<file path="src/acp_map.vh">
// acp_map.vh: offsets, field positions, codes, limits and byte values for the command parser
// assumes inclusion by the parser and its bench; definitions only
`ifndef ACP_MAP_VH
`define ACP_MAP_VH

// register byte offsets on the axi4-lite slave
`define ACP_REG_JOB 8'h00
`define ACP_REG_STATUS 8'h04
`define ACP_REG_CAPSEL 8'h08
`define ACP_REG_SHUTTER 8'h0C
`define ACP_REG_AMPLIF 8'h10
`define ACP_REG_LENS 8'h14

// job register fields
`define ACP_JOB_LOADED_BIT 0
`define ACP_JOB_COUNT_LSB 4
`define ACP_JOB_RESET 32'h0000_0000

// status register fields
`define ACP_ST_MODE_LSB 0
`define ACP_ST_BUSY_BIT 4
`define ACP_ST_CODE_LSB 8

// modes
`define ACP_MODE_OFFLINE 2'h0
`define ACP_MODE_RUN 2'h1
`define ACP_MODE_SETUP 2'h2
`define ACP_MODE_RESET 2'h0

// completion codes
`define ACP_CODE_OK 7'h00
`define ACP_CODE_NOJOB 7'h01
`define ACP_CODE_BADIDX 7'h02
`define ACP_CODE_RANGE 7'h03
`define ACP_CODE_REFUSED 7'h63
`define ACP_CODE_FORMAT 7'h65

// capture table and value limits
`define ACP_CAPTURES 8
`define ACP_SHUTTER_MAX 16'h2710
`define ACP_AMPLIF_MAX 16'h0064
`define ACP_LENS_MAX 16'h03E8
`define ACP_VALUE_RESET 16'h0000

// frame bytes
`define ACP_CH_BANG 8'h21
`define ACP_CH_COMMA 8'h2C
`define ACP_CH_EQUAL 8'h3D
`define ACP_CH_CR 8'h0D
`define ACP_CH_LF 8'h0A
`define ACP_CH_ZERO 8'h30
`define ACP_CH_NINE 8'h39
`define ACP_NAME_MAX 4'hB

// command names, right aligned in an 88-bit buffer
`define ACP_NM_TRIGGER 88'h0000_0000_5452_4947_4745_52
`define ACP_NM_RUN 88'h0000_0000_0000_0000_5255_4E
`define ACP_NM_SETUP 88'h0000_0000_0000_5345_5455_50
`define ACP_NM_OFFLINE 88'h0000_0000_4F46_464C_494E_45
`define ACP_NM_SHUTTER 88'h5345_5445_5850_4F53_5552_45
`define ACP_NM_AMPLIF 88'h0000_0000_5345_5447_4149_4E
`define ACP_NM_LENS 88'h0000_5345_5446_4F43_5553

`endif

</file>
<file path="src/acp_command_parser.v">
// acp_command_parser.v: ascii command interpreter of a code reader, with axi4-lite registers
// assumes one 125 MHz clock; rx/tx byte streams come from logic on the same clock
// Function
// - frame starts with '!' and name, ends in CR; parse only at CR
// - arguments are separated from the name and each other by commas
// - answer '!', name, '=', decimal code, CR, LF; zero means success
// - trigger command starts a read cycle only in run or setup mode, answers 0
// - run command selects run mode and run view, answers 0
// - run mode permits job change, refuses job parameter changes
// - setup command selects setup mode and setup view, answers 0
// - setup mode refuses job change, accepts parameter changes
// - offline command selects offline mode and device view; triggers ignored
// - offline mode permits job change, refuses parameter changes
// - shutter command writes value into the 1-based capture of the loaded job
// - setting commands answer 1 with no job, before checking the index
// - setting commands answer 2 when the capture index does not exist
// - setting commands answer 101 when fewer than two arguments arrive
// - shutter command answers 3 and keeps the value when out of range
// - amplification command writes gain; 101 is out of range, answers 3
// - lens command writes focus; answers 3 when out of range
// - commands arrive on the same channels that carry result output
//
// Chosen here: the address map and the AXI4-Lite slave port.
`include "acp_map.vh"
`timescale 1ns/100ps
`default_nettype none

module acp_command_parser (
  input wire sys_clk_in,
  input wire reset_n_in,
  input wire [7:0] rx_data_in,
  input wire [1:0] rx_chan_in,
  input wire rx_valid_in,
  output reg rx_ready_out,
  output reg [7:0] tx_data_out,
  output reg [1:0] tx_chan_out,
  output reg tx_valid_out,
  input wire tx_ready_in,
  output reg [1:0] mode_out,
  output reg [1:0] view_out,
  output reg job_change_allowed_out,
  output reg read_trigger_out,
  input wire [7:0] s_axi_awaddr,
  input wire s_axi_awvalid,
  output reg s_axi_awready,
  input wire [31:0] s_axi_wdata,
  input wire [3:0] s_axi_wstrb,
  input wire s_axi_wvalid,
  output reg s_axi_wready,
  output reg [1:0] s_axi_bresp,
  output reg s_axi_bvalid,
  input wire s_axi_bready,
  input wire [7:0] s_axi_araddr,
  input wire s_axi_arvalid,
  output reg s_axi_arready,
  output reg [31:0] s_axi_rdata,
  output reg [1:0] s_axi_rresp,
  output reg s_axi_rvalid,
  input wire s_axi_rready
);

  localparam [2:0] ST_IDLE = 3'd0;
  localparam [2:0] ST_NAME = 3'd1;
  localparam [2:0] ST_ARG = 3'd2;
  localparam [2:0] ST_EXEC = 3'd3;
  localparam [2:0] ST_RESP = 3'd4;

  reg [2:0] state;
  reg [87:0] name_buf;
  reg [3:0] name_len;
  reg [1:0] arg_cnt;
  reg [15:0] acc;
  reg [15:0] arg1;
  reg [15:0] arg2;
  reg [6:0] code;
  reg [4:0] pos;
  reg trig_pending;
  reg [1:0] mode;
  reg job_loaded;
  reg [3:0] cap_count;
  reg [2:0] cap_sel;
  reg wr_go;
  reg [1:0] wr_kind;
  reg [2:0] wr_idx;
  reg [15:0] wr_val;
  reg [15:0] shutter_mem [0:`ACP_CAPTURES-1];
  reg [15:0] amplif_mem [0:`ACP_CAPTURES-1];
  reg [15:0] lens_mem [0:`ACP_CAPTURES-1];

  wire rx_take = rx_valid_in & rx_ready_out;
  wire is_digit = (rx_data_in >= `ACP_CH_ZERO) && (rx_data_in <= `ACP_CH_NINE);
  wire [15:0] digit = {12'h000, rx_data_in[3:0]};
  wire [19:0] acc_x10 = {4'h0, acc} * 20'h0000A + {4'h0, digit};
  wire [15:0] acc_next = (acc_x10 > 20'h0FFFF) ? 16'hFFFF : acc_x10[15:0];

  // decode of the collected name
  wire is_trig = (name_buf == `ACP_NM_TRIGGER) && (name_len == 4'h7);
  wire is_run = (name_buf == `ACP_NM_RUN) && (name_len == 4'h3);
  wire is_setup = (name_buf == `ACP_NM_SETUP) && (name_len == 4'h5);
  wire is_off = (name_buf == `ACP_NM_OFFLINE) && (name_len == 4'h7);
  wire is_shut = (name_buf == `ACP_NM_SHUTTER) && (name_len == 4'hB);
  wire is_amp = (name_buf == `ACP_NM_AMPLIF) && (name_len == 4'h7);
  wire is_lens = (name_buf == `ACP_NM_LENS) && (name_len == 4'h8);
  wire is_param = is_shut | is_amp | is_lens;
  wire [15:0] val_max = is_shut ? `ACP_SHUTTER_MAX : (is_amp ? `ACP_AMPLIF_MAX : `ACP_LENS_MAX);

  // decimal digits of the completion code
  wire [6:0] dig_h = code / 7'd100;
  wire [6:0] dig_t = (code / 7'd10) % 7'd10;
  wire [6:0] dig_o = code % 7'd10;
  wire [1:0] n_dig = (code >= 7'd100) ? 2'd3 : ((code >= 7'd10) ? 2'd2 : 2'd1);
  wire [4:0] eq_pos = {1'b0, name_len} + 5'd1;
  wire [4:0] last_pos = eq_pos + {3'b000, n_dig} + 5'd3;

  reg [7:0] resp_byte;
  reg [4:0] dig_idx;
  always @* begin
    dig_idx = pos - eq_pos - 5'd1;
    if (pos == 5'd0) begin
      resp_byte = `ACP_CH_BANG;
    end else if (pos < eq_pos) begin
      resp_byte = name_buf[8 * (name_len - pos[3:0]) +: 8];
    end else if (pos == eq_pos) begin
      resp_byte = `ACP_CH_EQUAL;
    end else if (dig_idx < {3'b000, n_dig}) begin
      if (dig_idx == ({3'b000, n_dig} - 5'd1))
        resp_byte = `ACP_CH_ZERO | {1'b0, dig_o};
      else if ((dig_idx == 5'd0) && (n_dig == 2'd3))
        resp_byte = `ACP_CH_ZERO | {1'b0, dig_h};
      else
        resp_byte = `ACP_CH_ZERO | {1'b0, dig_t};
    end else if (pos == last_pos - 5'd2) begin
      resp_byte = `ACP_CH_CR;
    end else begin
      resp_byte = `ACP_CH_LF;
    end
  end

  // frame parser, executor and responder
  always @(posedge sys_clk_in or negedge reset_n_in) begin
    if (!reset_n_in) begin
      state <= ST_IDLE;
      name_buf <= 88'h0;
      name_len <= 4'h0;
      arg_cnt <= 2'd0;
      acc <= 16'h0000;
      arg1 <= 16'h0000;
      arg2 <= 16'h0000;
      code <= `ACP_CODE_OK;
      pos <= 5'd0;
      trig_pending <= 1'b0;
      mode <= `ACP_MODE_RESET;
      rx_ready_out <= 1'b0;
      tx_data_out <= 8'h00;
      tx_chan_out <= 2'd0;
      tx_valid_out <= 1'b0;
      read_trigger_out <= 1'b0;
      wr_go <= 1'b0;
      wr_kind <= 2'd0;
      wr_idx <= 3'd0;
      wr_val <= 16'h0000;
    end else begin
      read_trigger_out <= 1'b0;
      wr_go <= 1'b0;
      case (state)
        ST_IDLE: begin
          rx_ready_out <= 1'b1;
          if (rx_take && (rx_data_in == `ACP_CH_BANG)) begin
            state <= ST_NAME;
            tx_chan_out <= rx_chan_in;
            name_buf <= 88'h0;
            name_len <= 4'h0;
            arg_cnt <= 2'd0;
            acc <= 16'h0000;
          end
        end
        ST_NAME, ST_ARG: begin
          if (rx_take) begin
            if (rx_data_in == `ACP_CH_BANG) begin
              state <= ST_NAME;
              tx_chan_out <= rx_chan_in;
              name_buf <= 88'h0;
              name_len <= 4'h0;
              arg_cnt <= 2'd0;
              acc <= 16'h0000;
            end else if ((rx_data_in == `ACP_CH_COMMA) || (rx_data_in == `ACP_CH_CR)) begin
              if (state == ST_ARG) begin
                if (arg_cnt == 2'd1)
                  arg1 <= acc;
                if (arg_cnt == 2'd2)
                  arg2 <= acc;
              end
              acc <= 16'h0000;
              if (rx_data_in == `ACP_CH_CR) begin
                state <= ST_EXEC;
                rx_ready_out <= 1'b0;
              end else begin
                state <= ST_ARG;
                if (arg_cnt != 2'd3)
                  arg_cnt <= arg_cnt + 2'd1;
              end
            end else if (state == ST_NAME) begin
              if (name_len != `ACP_NAME_MAX) begin
                name_buf <= {name_buf[79:0], rx_data_in};
                name_len <= name_len + 4'h1;
              end
            end else if (is_digit) begin
              acc <= acc_next;
            end
          end
        end
        ST_EXEC: begin
          state <= ST_RESP;
          pos <= 5'd0;
          code <= `ACP_CODE_OK;
          if (is_trig) begin
            trig_pending <= (mode != `ACP_MODE_OFFLINE);
          end else if (is_run) begin
            mode <= `ACP_MODE_RUN;
          end else if (is_setup) begin
            mode <= `ACP_MODE_SETUP;
          end else if (is_off) begin
            mode <= `ACP_MODE_OFFLINE;
          end else if (is_param) begin
            if (arg_cnt < 2'd2)
              code <= `ACP_CODE_FORMAT;
            else if (mode != `ACP_MODE_SETUP)
              code <= `ACP_CODE_REFUSED;
            else if (!job_loaded)
              code <= `ACP_CODE_NOJOB;
            else if ((arg1 == 16'h0000) || (arg1 > {12'h000, cap_count}))
              code <= `ACP_CODE_BADIDX;
            else if (arg2 > val_max)
              code <= `ACP_CODE_RANGE;
            else begin
              wr_go <= 1'b1;
              wr_kind <= is_shut ? 2'd0 : (is_amp ? 2'd1 : 2'd2);
              wr_idx <= arg1[2:0] - 3'd1;
              wr_val <= arg2;
            end
          end else begin
            code <= `ACP_CODE_REFUSED;
          end
        end
        ST_RESP: begin
          if (!tx_valid_out || tx_ready_in) begin
            if (pos == last_pos) begin
              tx_valid_out <= 1'b0;
              state <= ST_IDLE;
              rx_ready_out <= 1'b1;
              read_trigger_out <= trig_pending;
              trig_pending <= 1'b0;
            end else begin
              tx_valid_out <= 1'b1;
              tx_data_out <= resp_byte;
              pos <= pos + 5'd1;
            end
          end
        end
        default: begin
          state <= ST_IDLE;
        end
      endcase
    end
  end

  // per-capture settings of the loaded job
  genvar gi;
  generate
    for (gi = 0; gi < `ACP_CAPTURES; gi = gi + 1) begin : g_cap
      always @(posedge sys_clk_in or negedge reset_n_in) begin
        if (!reset_n_in) begin
          shutter_mem[gi] <= `ACP_VALUE_RESET;
          amplif_mem[gi] <= `ACP_VALUE_RESET;
          lens_mem[gi] <= `ACP_VALUE_RESET;
        end else if (wr_go && (wr_idx == gi)) begin
          if (wr_kind == 2'd0)
            shutter_mem[gi] <= wr_val;
          if (wr_kind == 2'd1)
            amplif_mem[gi] <= wr_val;
          if (wr_kind == 2'd2)
            lens_mem[gi] <= wr_val;
        end
      end
    end
  endgenerate

  // mode-derived outputs
  always @(posedge sys_clk_in or negedge reset_n_in) begin
    if (!reset_n_in) begin
      mode_out <= `ACP_MODE_RESET;
      view_out <= `ACP_MODE_RESET;
      job_change_allowed_out <= 1'b0;
    end else begin
      mode_out <= mode;
      view_out <= mode;
      job_change_allowed_out <= (mode != `ACP_MODE_SETUP);
    end
  end

  // axi4-lite slave
  reg aw_got;
  reg w_got;
  reg [7:0] aw_addr;
  reg [31:0] w_data;
  reg [3:0] w_strb;
  wire do_write = aw_got && w_got && !s_axi_bvalid;
  wire wr_hit = (aw_addr == `ACP_REG_JOB) || (aw_addr == `ACP_REG_CAPSEL);

  always @(posedge sys_clk_in or negedge reset_n_in) begin
    if (!reset_n_in) begin
      aw_got <= 1'b0;
      w_got <= 1'b0;
      aw_addr <= 8'h00;
      w_data <= 32'h0000_0000;
      w_strb <= 4'h0;
      s_axi_awready <= 1'b0;
      s_axi_wready <= 1'b0;
      s_axi_bvalid <= 1'b0;
      s_axi_bresp <= 2'b00;
      job_loaded <= 1'b0;
      cap_count <= 4'h0;
      cap_sel <= 3'd0;
    end else begin
      s_axi_awready <= !aw_got && !s_axi_awready && !s_axi_bvalid;
      s_axi_wready <= !w_got && !s_axi_wready && !s_axi_bvalid;
      if (s_axi_awvalid && s_axi_awready) begin
        aw_got <= 1'b1;
        aw_addr <= s_axi_awaddr;
        s_axi_awready <= 1'b0;
      end
      if (s_axi_wvalid && s_axi_wready) begin
        w_got <= 1'b1;
        w_data <= s_axi_wdata;
        w_strb <= s_axi_wstrb;
        s_axi_wready <= 1'b0;
      end
      if (do_write) begin
        aw_got <= 1'b0;
        w_got <= 1'b0;
        s_axi_bvalid <= 1'b1;
        s_axi_bresp <= wr_hit ? 2'b00 : 2'b10;
        if ((aw_addr == `ACP_REG_JOB) && w_strb[0]) begin
          job_loaded <= w_data[`ACP_JOB_LOADED_BIT];
          cap_count <= (w_data[`ACP_JOB_COUNT_LSB +: 4] > `ACP_CAPTURES) ?
                       4'd`ACP_CAPTURES : w_data[`ACP_JOB_COUNT_LSB +: 4];
        end
        if ((aw_addr == `ACP_REG_CAPSEL) && w_strb[0])
          cap_sel <= w_data[2:0];
      end else if (s_axi_bvalid && s_axi_bready) begin
        s_axi_bvalid <= 1'b0;
      end
    end
  end

  always @(posedge sys_clk_in or negedge reset_n_in) begin
    if (!reset_n_in) begin
      s_axi_arready <= 1'b0;
      s_axi_rvalid <= 1'b0;
      s_axi_rdata <= 32'h0000_0000;
      s_axi_rresp <= 2'b00;
    end else begin
      s_axi_arready <= !s_axi_rvalid && !s_axi_arready;
      if (s_axi_arvalid && s_axi_arready) begin
        s_axi_arready <= 1'b0;
        s_axi_rvalid <= 1'b1;
        s_axi_rresp <= 2'b00;
        case (s_axi_araddr)
          `ACP_REG_JOB: s_axi_rdata <= {24'h0, cap_count, 3'b000, job_loaded};
          `ACP_REG_STATUS: s_axi_rdata <= {17'h0, code, 3'b000,
                                           (state != ST_IDLE), 2'b00, mode};
          `ACP_REG_CAPSEL: s_axi_rdata <= {29'h0, cap_sel};
          `ACP_REG_SHUTTER: s_axi_rdata <= {16'h0, shutter_mem[cap_sel]};
          `ACP_REG_AMPLIF: s_axi_rdata <= {16'h0, amplif_mem[cap_sel]};
          `ACP_REG_LENS: s_axi_rdata <= {16'h0, lens_mem[cap_sel]};
          default: begin
            s_axi_rdata <= 32'h0000_0000;
            s_axi_rresp <= 2'b10;
          end
        endcase
      end else if (s_axi_rvalid && s_axi_rready) begin
        s_axi_rvalid <= 1'b0;
      end
    end
  end

endmodule // acp_command_parser

`default_nettype wire

</file>
<file path="config.mk">
export PLATFORM = sky130hd
export DESIGN_NAME = acp_command_parser
export DESIGN_NICKNAME = d
export VERILOG_FILES = /design/src/acp_command_parser.v
export VERILOG_INCLUDE_DIRS = /design/src
export SDC_FILE = /design/constraint.sdc
export NUM_CORES = 1
export LEC_CHECK = 0
export ABC_AREA = 0
export ABC_CLOCK_PERIOD_IN_PS = 6130
export BUFFER_PORTS_ARGS = -buffer_cell sky130_fd_sc_hd__buf_2
export CAP_MARGIN = 20
export CORE_ASPECT_RATIO = 1.5
export CORE_MARGIN = 5
export CORE_UTILIZATION = 30
export CTS_CLUSTER_SIZE = 30
export DETAILED_ROUTE_END_ITERATION = 7
export PLACE_DENSITY = 0.44
export SYNTH_ARGS = -nofsm -noshare
export SYNTH_HDL_FRONTEND = slang
export SYNTH_SLANG_ARGS = --single-unit
</file>
<file path="constraint.sdc">
create_clock -name sys_clk_in -period 6.13 [get_ports sys_clk_in]
set_input_delay 0.3065 -clock sys_clk_in [delete_from_list [all_inputs] [get_ports sys_clk_in]]
set_output_delay 0.3065 -clock sys_clk_in [all_outputs]
set_load 0.01 [all_outputs]
</file>
-- Yosys cells after proc, flatten, opt, wreduce, memory -nomap -nowiden
Cells that the tools add are included.
- flip-flop bits (word level): 650
- bits of input ports: 71
- output and inout bits: 59
- logic and storage cells: 393
- add/sub/neg operators: 13
- multipliers: 1
- divide/modulo/power cells: 4
- $lt $le $gt $ge: 12
- eq/ne operators: 62
- shifts and indexed selects: 1
- mux-type cells: 120
- bitwise logic cells: 14
- reduce and logical (&&, ||, !) cells: 104
- operators by type and width (kind ; count):
    2-to-1 mux 88 bit ; 6
    == test 88 x 55 -> 1 bit, second input constant ; 3
    2-to-1 mux 16 bit ; 13
    case mux 88 bit (2 select lines) ; 1
    binary-select mux 16 bit (select 3 bit) ; 3
    case mux 16 bit (6 select lines) ; 1
    == test 88 x 23 -> 1 bit, second input constant ; 1
    == test 88 x 39 -> 1 bit, second input constant ; 1
    == test 88 x 63 -> 1 bit, second input constant ; 1
    == test 88 x 87 -> 1 bit, second input constant ; 1
    indexed part select 88 x 33 -> 8 bit ; 1
    2-to-1 mux 7 bit ; 8
    AND reduction 2 bit ; 27
    2-to-1 mux 2 bit ; 21
    2-to-1 mux 8 bit ; 5
    2-to-1 mux 1 bit ; 36
    == test 8 x 4 -> 1 bit, second input constant ; 4
    logical AND 1 bit ; 32
    case mux 16 bit (2 select lines) ; 1
    2-to-1 mux 4 bit ; 7
    inequality test 2 bit, second input constant ; 12
    AND reduction 6 bit ; 4
    2-to-1 mux 3 bit ; 7
    adder 20 x 4 -> 20 bit ; 1
    other kinds (71) ; 134

-- Logic depth before layout (Yosys ltp)
Gate-level depths: netlist (run 1).
- word-level depth: 16
- gate-level depth with buffers: 19
- gate-level depth less buffers: 18

-- Least setup slack after synthesis (run 1)
Ideal clock, no wire load.
- path type: register -> register
- start point: reg name_len[1]
- end point: reg wr_val[10]
- setup time: 125 ps
- arrival time: 4320 ps
- required time: 6005 ps
- setup slack: 1685 ps
- stages on the path, launching flop included: 20
- cells stage by stage: dfrtp_1 -> ha_1 -> nand4_1 -> or4b_1 -> nor4_1 -> nand3_1 -> nor4_2 -> nor2_1 -> inv_1 -> ha_1 -> nor2b_1 -> o21a_1 -> o21a_1 -> o211ai_1 -> a211o_1 -> a22oi_1 -> nor3b_1 -> nand4_4 -> buf_6 -> mux2_4
- cells in the longest elaborated chain, start to end: 7
- ends and longest elaborated chain (element ; line ; source):
    start, declared ; acp_command_parser.v:70 ; reg [3:0] name_len;
    start signal, assigned ; acp_command_parser.v:205 ; name_len <= name_len + 4'h1;
    == test 4 x 3 -> 1 bit ; acp_command_parser.v:102 ; wire is_amp = (name_buf == `ACP_NM_AMPLIF) && (name_len == 4'h7);
    logical AND 1 bit ; acp_command_parser.v:102 ;
    2-to-1 mux 10 bit (no line) ; -- ;
    2-to-1 mux 14 bit (*) ; acp_command_parser.v:105 ; wire [15:0] val_max = is_shut ? `ACP_SHUTTER_MAX : (is_amp ? `ACP_AMPLIF_MAX : `ACP_LENS_MAX);
    via val_max[2] ; acp_command_parser.v:105 ;
    > comparator 16 x 14 -> 1 bit (*) ; acp_command_parser.v:233 ; else if (arg2 > val_max)
    NOT 1 bit (no line) (*) ; -- ;
    AND reduction 11 bit (no line) (*) ; -- ;
    end signal, assigned ; acp_command_parser.v:239 ; wr_val <= arg2;
    end, declared ; acp_command_parser.v:85 ; reg [15:0] wr_val;
The timed path passes the listed nets; every way through them passes the cells marked *.
A chain may end at the register's enable or synchronous reset.

-- Worst setup path after layout (run 1)
- start point: reg name_len[0]
- end point: reg wr_val[12]
The elaborated chain is that of the path after synthesis.

==> impl_results.md, run 1 <==
* Status: completed
* Largest buffer count on any clock path at 3
* First-pass GRT wire length at 142,000 um
* Post-DP HPWL at 61,300 um
* Power density over cell area at 303 nW/um^2
* Fin crit period at 5.32 ns
* Share of cells above drive strength 1 at 32.0%
* Avg Inst Size Synth at 12.4 um^2
* Slew headroom at 24.0%
* Mapped Area at 31,200 um^2
* Number of port buffers at 83
* Register bit total from synthesis at 628
* Post-Syn Instances at 2,525
* Die area at 111,000 um^2
* Hold Path Class: in2reg
* RSZ-0062 raised after global routing: false
* Synth top area cells: dfrtp_1, mux2_2, mux4_2, nand2_1, ha_1
* Total wire length at 91,800 um
* Top cell type by total area after synthesis: dfrtp_1
* Filler cells at 10.3k
* IO Count at 130
* H-tree Lvls at 3
* Crit path kind: reg2reg
* Via density at 5.14
* ANT cells at 0
* DRC errors left at 0
* CTS tree: done
* Ys flop type: dfrtp_1
* Slew Viols, Final at 0
* Vias in the first global route at 22.5k
* GR Overflow Total at 0
* Tightest Pin Transition at 1.14 ns
* Worst-skew pair later-pin latency at 0.65 ns
* Worst-path maximum fanout at 19
* Die Height at 405 um
* Synth unique cells at 71
* P_leak at 16.6 nW
* Crit path DAT at 5.83 ns
* CTS Root Cell: clkbuf_16
* Critical Path Sink Type: register
* Post-layout nets at 2,745
* Part of the cycle the worst path needs at 86.8%
* Tot GR Track Use at 16.6%
* Total negative setup slack at 0 ns
* Sequential fraction of the synthesis area at 50.3%
* Initial DRC count at 1,319
* Skew final at 0.0263 ns
* Area growth syn-to-layout at 14.4%
* Initial antenna violation count at 0
* Die Width at 273 um
* Ys Warns at 0
* TritonRoute pass-1 iters at 6
* Final hold vios at 0
* Final setup violation count at 0
* Post-synth ARST share at 100%
* Initial Utilization at 30.1%
* Worst setup SP type: register
* Fmax at 188 MHz
* Post-DRT Antenna Nets at 0
* Row count at 145
* VDD IR max at 0.000212 V
* Hold_ws at 0.0730 ns
* CP required at 6.64 ns
* CTS sink count at 628
* Reg clk slew, reported paths at 0.06 ns
* Cts bufs inserted at 69
* Via count at 20.8k
* Max Cap Viol at 0
* Largest net degree at the start of global routing at 166
* CORE AREA at 104,000 um^2
* GPL Wtd Cong at 0.860
* # resized after CTS at 0
* WL/cell at 22.7 um
* Yosys top cell area share at 50.3%
* Post-synth EDFFs at 0
-- critical path, stage by stage, from the launching register on --
cell and delay [ns]:
dfrtp_1 0.47, ha_1 0.19, buf_4 0.16, nand4_1 0.08, or4b_1 0.54, nor4_1 0.39
nand3_1 0.15, nor4_2 0.32, buf_4 0.21, nor2_1 0.09, inv_1 0.10, ha_1 0.24
nor2b_1 0.14, o21a_1 0.17, o21a_1 0.17, o211ai_1 0.17, a211o_1 0.15, a22oi_1 0.11
nor3b_1 0.44, nand4_4 0.46, mux2_4 0.44
-- repair_timing --
action                                 in CTS  in global routing
endpoints found under the hold margin     146                  0
hold buffers                               33                  0
setup buffers                               0                  0
-- final cells by class --
cell class                      count  area (um^2)  area share, %
Sequential cell                   628        15700           44.0
Multi-Input combinational cell   1692        14800           41.3
Clock buffer                       95         1940           5.44
Tap cell                         1396         1750           4.89
Timing Repair Buffer              156         1090           3.06
Clock inverter                     25          282          0.788
Inverter                           50          188          0.525
-- registers in the layout, indices dropped and copies added (netlist names), 7 cells and up --
| register | flops |
|---|---|
| amplif_mem | 128 |
| lens_mem | 128 |
| shutter_mem | 128 |
| name_buf | 88 |
| acc | 16 |
| arg1 | 16 |
| arg2 | 16 |
| s_axi_rdata | 16 |
| wr_val | 16 |
| aw_addr | 8 |
| tx_data_out | 8 |
| w_data | 7 |
-- metal layers --
| layer | global-route usage (%) | wire length (um) | part of all wire, % |
|---|---|---|---|
| met1 | 20.1 | 36900 | 40 |
| met3 | 2.44 | 3140 | 3.4 |
| met5 | 0 | 0 | 0 |
| met2 | 29.9 | 48300 | 53 |
| met4 | 6.50 | 3430 | 3.7 |
-- metrics by stage --
stage               setup slack, ns  total power [mW]  util, %  instances  cell area, um^2
floorplan                      1.68              6.03        -       2542            31300
global placement              0.892              6.71     32.0       3889            33200
detailed placement            0.818              6.77     32.0       3889            33200
CTS                           0.799              11.0     34.4       4042            35700
global route                  0.393              11.4     34.4       4042            35700
finish                        0.812              10.8     34.4       4042            35700
-- final timing paths --
| path | slack, ns | from | end | depth (start not counted) |
|---|---|---|---|---|
| max in group asynchronous | 4.14 | reset_n_in | cap_sel[1]$_DFFE_PN0P_ | 3 |
| min in group asynchronous | 0.39 | reset_n_in | amplif_mem[45]$_DFFE_PN0P_ | 2 |
| worst max register to register | 0.81 | name_len[0]$_DFFE_PN0P_ | wr_val[12]$_DFFE_PN0P_ | 20 |
| worst min-delay path | 0.07 | s_axi_araddr[3] | s_axi_rresp[1]$_DFFE_PN0P_ | 3 |
| worst max-delay path | 0.81 | name_len[0]$_DFFE_PN0P_ | wr_val[12]$_DFFE_PN0P_ | 20 |
| worst min register to register | 0.47 | s_axi_rvalid$_DFFE_PN0P_ | s_axi_arready$_DFF_PN0_ | 1 |
-- report_power, final --
group          total, mW  internal [mW]  switching [mW]
Sequential          4.66           4.34           0.315
Combinational       2.01          0.754            1.26
Clock               4.17           2.37            1.80
-- logic make-up after synthesis --
family | share of synthesized area, %
adders and majority gates | 3.20
xor gates and xnor gates | 1.37
AOI/OAI and AO/OA | 4.74
buffers and inverters | 2.97
muxes | 26.6
and+or+nand+nor | 10.8
DFF | 50.3
other | 0.0120
-- cell usage in the layout (no fill, tap or decap), drive strengths merged, types with 72 or more instances in the layout --
cell and count:
ha 72, o21ai 90, buf 123, mux2 457, nand2 301, nand3 116, a21oi 74, dfrtp 628
clkbuf 95, mux4 127
-- synth_stat cells, drive strengths merged, types with 18 or more instances --
master  number
a21oi       74
buf         43
clkbuf     129
dfrtp      628
ha          72
inv         50
mux2       457
mux2i       29
mux4       127
nand2      301
nand3      116
nand4       29
nor2        70
nor3        36
nor4        30
o21ai       90
xnor2       28
xor2        18
Power figures use the tool's default switching activity.
==> run 2, diff against run 1 <==
- CORE_UTILIZATION: 30 -> 41
- PLACE_DENSITY: 0.44 -> 0.56
==> run 2 against run 1 <==
Global-route usage up 4.3 points. Critical path depth down 1. Cell area down 1.5%. Routed wire length down 6.6%. Highest routed layer unchanged. Critical path type unchanged. Combinational power about the same. Non-clock buffer count down 4. Clock power down 1%. Sequential power about the same. Maximum frequency up 2.6%. Total power down 0.76%. Largest power group unchanged. Count of clock-buffer cells in the layout down 4.
==> impl_results.md, run 2 (synthesis results as in run 1) <==
* Psw at 3.25 mW (-3.5%)
* Worst-case reg-to-reg path depth at 19 (-5.0%)
* IO Count at 130 (unchanged)
* P_int at 7.50 mW (+0.50%)
* ANT cells at 0 (unchanged)
* Filler cells at 6,807 (-34%)
* GPL Wtd Cong at 0.894 (+4.0%)
* Worst setup SP type: register
* TritonRoute pass-1 iters at 5 (-1)
* Biggest regs: amplif_mem x128, lens_mem x128, shutter_mem x128
* H-tree Lvls at 3 (unchanged)
* Commonest non-fill, non-tap cells in the layout: dfrtp_1, mux2_2, nand2_1
* Via density at 5.67 (+10%)
* VDD IR max at 0.000297 V (+40%)
* Setup WS post-layout at 0.948 ns (+0.136 ns)
* Vias in the first global route at 22.1k (-1.7%)
* Post-layout nets at 2,738 (-0.26%)
* Setup WS pre-CTS at 0.895 ns (+0.0766 ns)
* Non-filler cells, final at 3,648 (-9.7%)
* Total negative setup slack at 0 ns (unchanged)
* Die area at 81,900 um^2 (-26%)
* Die Width at 235 um (-14%)
* GR Overflow Total at 0 (unchanged)
* CP required at 6.62 ns (-0.02 ns)
* Cts bufs inserted at 66 (-4.3%)
* Area growth syn-to-layout at 12.8%
* DRC errors left at 0 (unchanged)
* Worst-skew pair later-pin latency at 0.62 ns (-0.03 ns)
* Placed cell count at 3,498 (-10%)
* Crit path kind: reg2reg
* Max Cap Viol at 0 (unchanged)
* Die Height at 348 um (-14%)
* Gate power share at 18.5% (about the same)
* GRT met1 Usage at 25.2% (+5.1 points)
* P_leak at 16.6 nW (-0.14%)
* Slew Viols, Final at 0 (unchanged)
* Worst setup path startpoint: name_len[0]$_DFFE_PN0P_
* Status: completed
* Row count at 124 (-14%)
* Skew final at 0.0204 ns (-0.00592 ns)
* M2 GR Usage at 38.3% (+8.4 points)
* Post-DRT Antenna Nets at 0 (unchanged)
* Hold Path Class: in2reg
* Power density over cell area at 305 nW/um^2 (+0.72%)
* # resized after CTS at 0 (unchanged)
* CORE AREA at 75,900 um^2 (-27%)
* Hold depth at 3 (unchanged)
* Post-DP HPWL at 58,500 um (-4.5%)
* RSZ-0062 raised after global routing: false
* Placed Instance Area at 32,700 um^2 (-1.5%)
* Reg clk slew, reported paths at 0.06 ns (about the same)
* Clock Power Share at 38.3% (-0.2 points)
* Slew headroom at 25.6% (+1.6 points)
* WL/cell at 23.5 um (+3.5%)
* Fin crit period at 5.18 ns (-0.136 ns)
* Final hold vios at 0 (unchanged)
* Fraction of power consumed by sequential logic at 43.2% (+0.2 points)
* Largest buffer count on any clock path at 3 (unchanged)
* Initial antenna violation count at 0 (unchanged)
* Critical Path Sink Type: register
* Final setup violation count at 0 (unchanged)
* Number of port buffers at 83 (unchanged)
* Tot GR Track Use at 20.9% (+4.3 points)
* Sw Share at 30.3% (-0.87 points)
* Gr busiest metal: met2
* Post-route cell area at 35,200 um^2 (-1.5%)
* Commonest non-fill, non-tap cell in the layout: dfrtp_1
* Part of the cycle the worst path needs at 84.5% (-2.2 points)
* Tightest Pin Transition at 1.11 ns (-0.0233 ns)
* First-pass GRT wire length at 135,000 um (-4.9%)
* Largest net degree at the start of global routing at 156 (-6.0%)
* Via count at 20.7k (-0.51%)
* CTS Root Cell: clkbuf_16
* Share of cells above drive strength 1 at 31.9% (-0.19 points)
* Worst-path maximum fanout at 19 (unchanged)
* Hold Crit Start: rx_data_in[0]
* Total wire length at 85,800 um (-6.6%)
* CTS sink count at 628 (unchanged)
* Fmax at 193 MHz (+2.6%)
* Met3 usage at 3.00% (+0.57 points)
* CTS tree: done
* Initial Utilization at 41.2% (+11 points)
* Crit path DAT at 5.67 ns (-0.16 ns)
* Initial DRC count at 1,303 (-1.2%)
* FF-to-FF Start: name_len[0]$_DFFE_PN0P_
-- run 2: final cells by class --
class | instances | area (um^2) | share of cell area [%]
multi-input combinational | 1692 | 14700 | 41.9
clock inverter | 27 | 343 | 0.973
clock buffer | 91 | 1880 | 5.33
tap | 1008 | 1260 | 3.58
timing repair buffer | 152 | 1080 | 3.08
inverter | 50 | 188 | 0.533
sequential | 628 | 15700 | 44.6
-- run 2: worst max-delay path: stages (launching register included) --
cell	delay (ns)
dfrtp_1	0.45
ha_1	0.43
nand4_1	0.12
or4b_1	0.54
nor4_1	0.32
nand3_1	0.14
nor4_2	0.27
buf_4	0.20
nor2_1	0.09
inv_1	0.09
ha_1	0.24
nor2b_1	0.13
o21a_1	0.16
o21a_1	0.16
o211ai_1	0.17
a211o_1	0.15
a22oi_1	0.10
nor3b_1	0.43
nand4_4	0.43
mux2_4	0.42
-- run 2: final timing paths --
| check | end | slack (ns) |
|---|---|---|
| worst max-delay path | wr_val[12]$_DFFE_PN0P_ | 0.95 |
| worst min-delay path | acc[0]$_DFFE_PN0P_ | 0.07 |
| worst max register to register | wr_val[12]$_DFFE_PN0P_ | 0.95 |
| worst min register to register | s_axi_arready$_DFF_PN0_ | 0.45 |
| max in group asynchronous | cap_sel[0]$_DFFE_PN0P_ | 4.46 |
| min in group asynchronous | amplif_mem[112]$_DFFE_PN0P_ | 0.30 |
-- run 2: power by group through the flow --
stage	clock network [mW]	registers, mW	logic, mW
after floorplan	0	4.57	1.45
after global placement	0	4.71	1.95
after detailed placement	0	4.72	2.00
after CTS	4.22	4.65	2.02
after global routing	4.40	4.68	2.23
final	4.12	4.65	1.99
-- run 2: metrics by stage --
step           hold slack [ns]  utilization, %  total power, mW
2_1_floorplan           0.0109               -             6.03
3_3_place_gp             0.348            43.1             6.67
3_5_place_dp             0.368            43.1             6.72
4_1_cts                 0.0435            46.4             10.9
5_1_grt                 0.0527            46.4             11.3
6_report                0.0667            46.4             10.8
-- run 2: what timing repair did --
item / CTS / global route
setup buffers: 0 / 0
hold buffers: 32 / 0
setup endpoints to repair: 0 / 0
endpoints found under the hold margin: 111 / 0
-- run 2: metal layers --
layer  part of all wire [%]  up-vias
met2                     54      487
met3                    4.0      153
met5                      0        -
met4                    3.4        0
met1                     39    10800
li1                       -     9265
==> run 3, diff against run 2 <==
- ABC_AREA: 0 -> 1
- ABC_CLOCK_PERIOD_IN_PS: 6130 -> 4500
- PLACE_DENSITY: 0.56 -> 0.58
- clock period: 6.13 -> 4.5 ns (I/O delays scaled with it)
==> run 3 against run 2 <==
Synthesized cell count grew 56%. Register-to-register slack lost 0.37 ns. Maximum frequency grew 32%. Sequential share of layout area shrank 0.60 points. Highest routed layer is now met5. Critical path depth grew 4. Clock skew grew 0.0084 ns. Setup slack lost 0.37 ns. Critical path type unchanged. Area after synthesis grew 2.9%. Count of clock-buffer cells in the layout grew 7. Total power grew 72%. Routed wire length grew 16%. Global-route usage grew 2.4 points.
==> impl_results.md, run 3 <==
* Status: completed
* Total wire length at 99,100 um (+16%)
* GPL Wtd Cong at 0.981 (+9.8%)
* Max Cap Viol at 0 (unchanged)
* Vias in the first global route at 27.0k (+22%)
* Skew final at 0.0288 ns (+0.00838 ns)
* Synth top area cells: dfrtp_1, o21ai_0, nand2_1, nor2_1, inv_1
* Critical Path Sink Type: register
* Total negative setup slack at 0 ns (unchanged)
* Via density at 5.44 (-3.9%)
* Routed wl met2 at 48,700 um (+5.4%)
* TritonRoute pass-1 iters at 7 (+2)
* Area growth syn-to-layout at 11.1%
* Crit path kind: reg2reg
* Fmax at 255 MHz (+32%)
* Post-DP HPWL at 66,000 um (+13%)
* Die area at 84,200 um^2 (+2.8%)
* Hold Path Class: in2reg
* Share of cells above drive strength 1 at 9.05% (-23 points)
* DRC errors left at 0 (unchanged)
* ANT cells at 0 (unchanged)
* Top routing layer in use: met5
* R2R setup slack at 0.57 ns (-0.37 ns)
* # Post-CTS Setup Buffers at 0 (unchanged)
* Final setup violation count at 0 (unchanged)
* First-pass GRT wire length at 157,000 um (+16%)
* CORE AREA at 77,600 um^2 (+2.2%)
* CP required at 5.04 ns (-1.58 ns)
* VDD IR max at 0.000379 V (+28%)
* Initial Utilization at 41.4% (+0.25 points)
* WL/cell at 19.8 um (-16%)
* Power density over cell area at 517 nW/um^2 (+69%)
* Hold path endpoint: s_axi_rvalid$_DFFE_PN0P_
* RSZ-0062 raised after global routing: false
* Synth unique cells at 52 (-27%)
* Post-synth EDFFs at 0 (unchanged)
* Slowest stage delay, CP at 0.46 ns (-0.08 ns)
* GR Overflow Total at 0 (unchanged)
* Slew headroom at 31.9% (+6.3 points)
* CTS tree: done
* Post-Syn Instances at 3,946 (+56%)
* Die Width at 239 um (+1.4%)
* Number of port buffers at 83 (unchanged)
* Setup WS post-layout at 0.575 ns (-0.373 ns)
* Hold Crit Start: s_axi_arvalid
* Fin crit period at 3.93 ns (-1.26 ns)
* Yosys top cell area share at 48.9% (-1.4 points)
* Sequential fraction of the synthesis area at 48.9% (-1.4 points)
* Register bit total from synthesis at 628 (unchanged)
* Initial antenna violation count at 1 (+1)
* Setup WS pre-CTS at 0.597 ns (-0.298 ns)
* Mapped Area at 32,100 um^2 (+2.9%)
* # resized after CTS at 0 (unchanged)
* Final hold vios at 0 (unchanged)
* Post-synth ARST share at 100% (unchanged)
* Top cell type by total area after synthesis: dfrtp_1
* Slew Viols, Final at 0 (unchanged)
* Via count at 27.2k (+32%)
* Largest buffer count on any clock path at 3 (unchanged)
* Post-layout nets at 4,093 (+49%)
* Avg Inst Size Synth at 8.14 um^2 (-34%)
* Ys Warns at 0 (unchanged)
* Row count at 125 (+0.81%)
* Part of the cycle the worst path needs at 87.2% (+2.7 points)
* CTS sink count at 628 (unchanged)
* Commonest non-fill, non-tap cell in the layout: nand2_1
* Reg2reg end: wr_val[13]$_DFFE_PN0P_
* CTS Hold Bufs at 31 (-3.1%)
* Worst setup SP type: register
* Hold depth at 4 (+1)
* Largest net degree at the start of global routing at 182 (+17%)
* Tot GR Track Use at 23.3% (+2.4 points)
* Initial DRC count at 2,448 (+88%)
* FF-to-FF Start: name_len[1]$_DFFE_PN0P_
* Tightest Pin Transition at 1.02 ns (-0.0915 ns)
* Metal1 wirelength at 41,900 um (+26%)
* Synth cell count leaders: nand2_1, o21ai_0, dfrtp_1
* Ys flop type: dfrtp_1
* P_leak at 16.4 nW (-1.4%)
* Metal3 WL at 4510 um (+32%)
* Critical path, cell by cell: ha_1 -> inv_1 -> nor2_1 -> nand4_1 -> nor3_1 -> nand3_1 -> nor2_1 -> nand2_1 -> nand2_1 -> ha_1 -> inv_1 -> nor2_1 -> o21ai_0 -> o211ai_1 -> nand2_1 -> nand3_1 -> nand2_1 -> nand2_1 -> nor2_1 -> nand2_1 -> nor2_4 -> nand2_1 -> nand2_1
* Tot Pwr at 18.5 mW (+72%)
* Post-DRT Antenna Nets at 0 (unchanged)
* Worst-case reg-to-reg path depth at 23 (+4)
* Filler cells at 7,796 (+15%)
* CTS Root Cell: clkbuf_16
* H-tree Lvls at 3 (unchanged)
* Die Height at 353 um (+1.4%)
* Worst-path maximum fanout at 21 (+2)
* Worst-skew pair later-pin latency at 0.63 ns (about the same)
* Crit path DAT at 4.47 ns (-1.20 ns)
* Count leader, synth: nand2_1
* Biggest regs: amplif_mem x128, lens_mem x128, shutter_mem x128
* Cts bufs inserted at 66 (unchanged)
* Reg clk slew, reported paths at 0.06 ns (about the same)
* IO Count at 130 (unchanged)
* Slowest-stage cell, CP: dfrtp_1
* Crit path top cell by count: nand2_1
* Hold_ws at 0.0815 ns (+0.0148 ns)
* Commonest non-fill, non-tap cells in the layout: nand2_1, o21ai_0, dfrtp_1
==> run 3: cells by family after synthesis <==
| kind of cell | Yosys count | share of synthesized area, % |
|---|---|---|
| AND/OR/NAND/NOR | 1586 | 20.6 |
| AO/OA/AOI/OAI | 1057 | 19.3 |
| flip-flops | 628 | 48.9 |
| buffers and inverters | 571 | 7.36 |
| adder cells (fa/ha/maj) | 77 | 3.12 |
| XOR/XNOR | 24 | 0.654 |
| multiplexers | 2 | 0.0701 |
| other | 1 | 0.0117 |
==> run 3: how the worst max path moves through the flow <==
stage / start / end / slack [ns] / cells past startpoint
after global placement: name_len[1]$_DFFE_PN0P_ / wr_val[1]$_DFFE_PN0P_ / 0.68 / 23
after CTS: name_len[1]$_DFFE_PN0P_ / wr_val[13]$_DFFE_PN0P_ / 0.56 / 23
after detailed placement: name_len[1]$_DFFE_PN0P_ / wr_val[13]$_DFFE_PN0P_ / 0.60 / 23
after floorplan: name_len[0]$_DFFE_PN0P_ / tx_data_out[1]$_DFFE_PN0P_ / 1.31 / 16
after global routing: name_len[1]$_DFFE_PN0P_ / wr_val[13]$_DFFE_PN0P_ / 0.1 / 23
final: name_len[1]$_DFFE_PN0P_ / wr_val[13]$_DFFE_PN0P_ / 0.57 / 23
==> run 3: stage by stage <==
step	utilization, %	cell area, um^2	cells
after floorplan	-	32200	3963
after global routing	46.0	35700	5003
after detailed placement	42.9	33300	4862
final	46.0	35700	5003
after global placement	42.9	33300	4862
after CTS	46.0	35700	5003
==> run 3: final cells by class <==
cell class                      instances  area (um^2)  area share, %
Timing Repair Buffer                  171         1290           3.61
Sequential cell                       628        15700           44.0
Multi-Input combinational cell       2764        14100           39.6
Clock inverter                         12          154          0.431
Tap cell                             1016         1270           3.56
Clock buffer                           98         1920           5.39
Inverter                              314         1190           3.32
==> run 3: report_power, final <==
part | total, mW | switching, mW | internal (mW)
registers | 6.51 | 0.459 | 6.05
logic | 6.55 | 4.49 | 2.06
clock network | 5.41 | 2.33 | 3.08
total | 18.5 | 7.27 | 11.2
==> run 3: per-layer routing <==
| layer | global-route usage [%] | vias to the layer above |
|---|---|---|
| met5 | 0 | - |
| met4 | 9.41 | 2 |
| met3 | 2.72 | 196 |
| met2 | 39.7 | 731 |
| met1 | 30.4 | 13100 |
| li1 | - | 13200 |
==> run 3: critical path: cells and delay by family, from the launching register on <==
family	cells	cell delay, ns
and+or+nand+nor	17	2.46
buffers and inverters	2	0.16
adders and majority gates	2	0.49
AOI/OAI and AO/OA	2	0.27
DFF	1	0.46
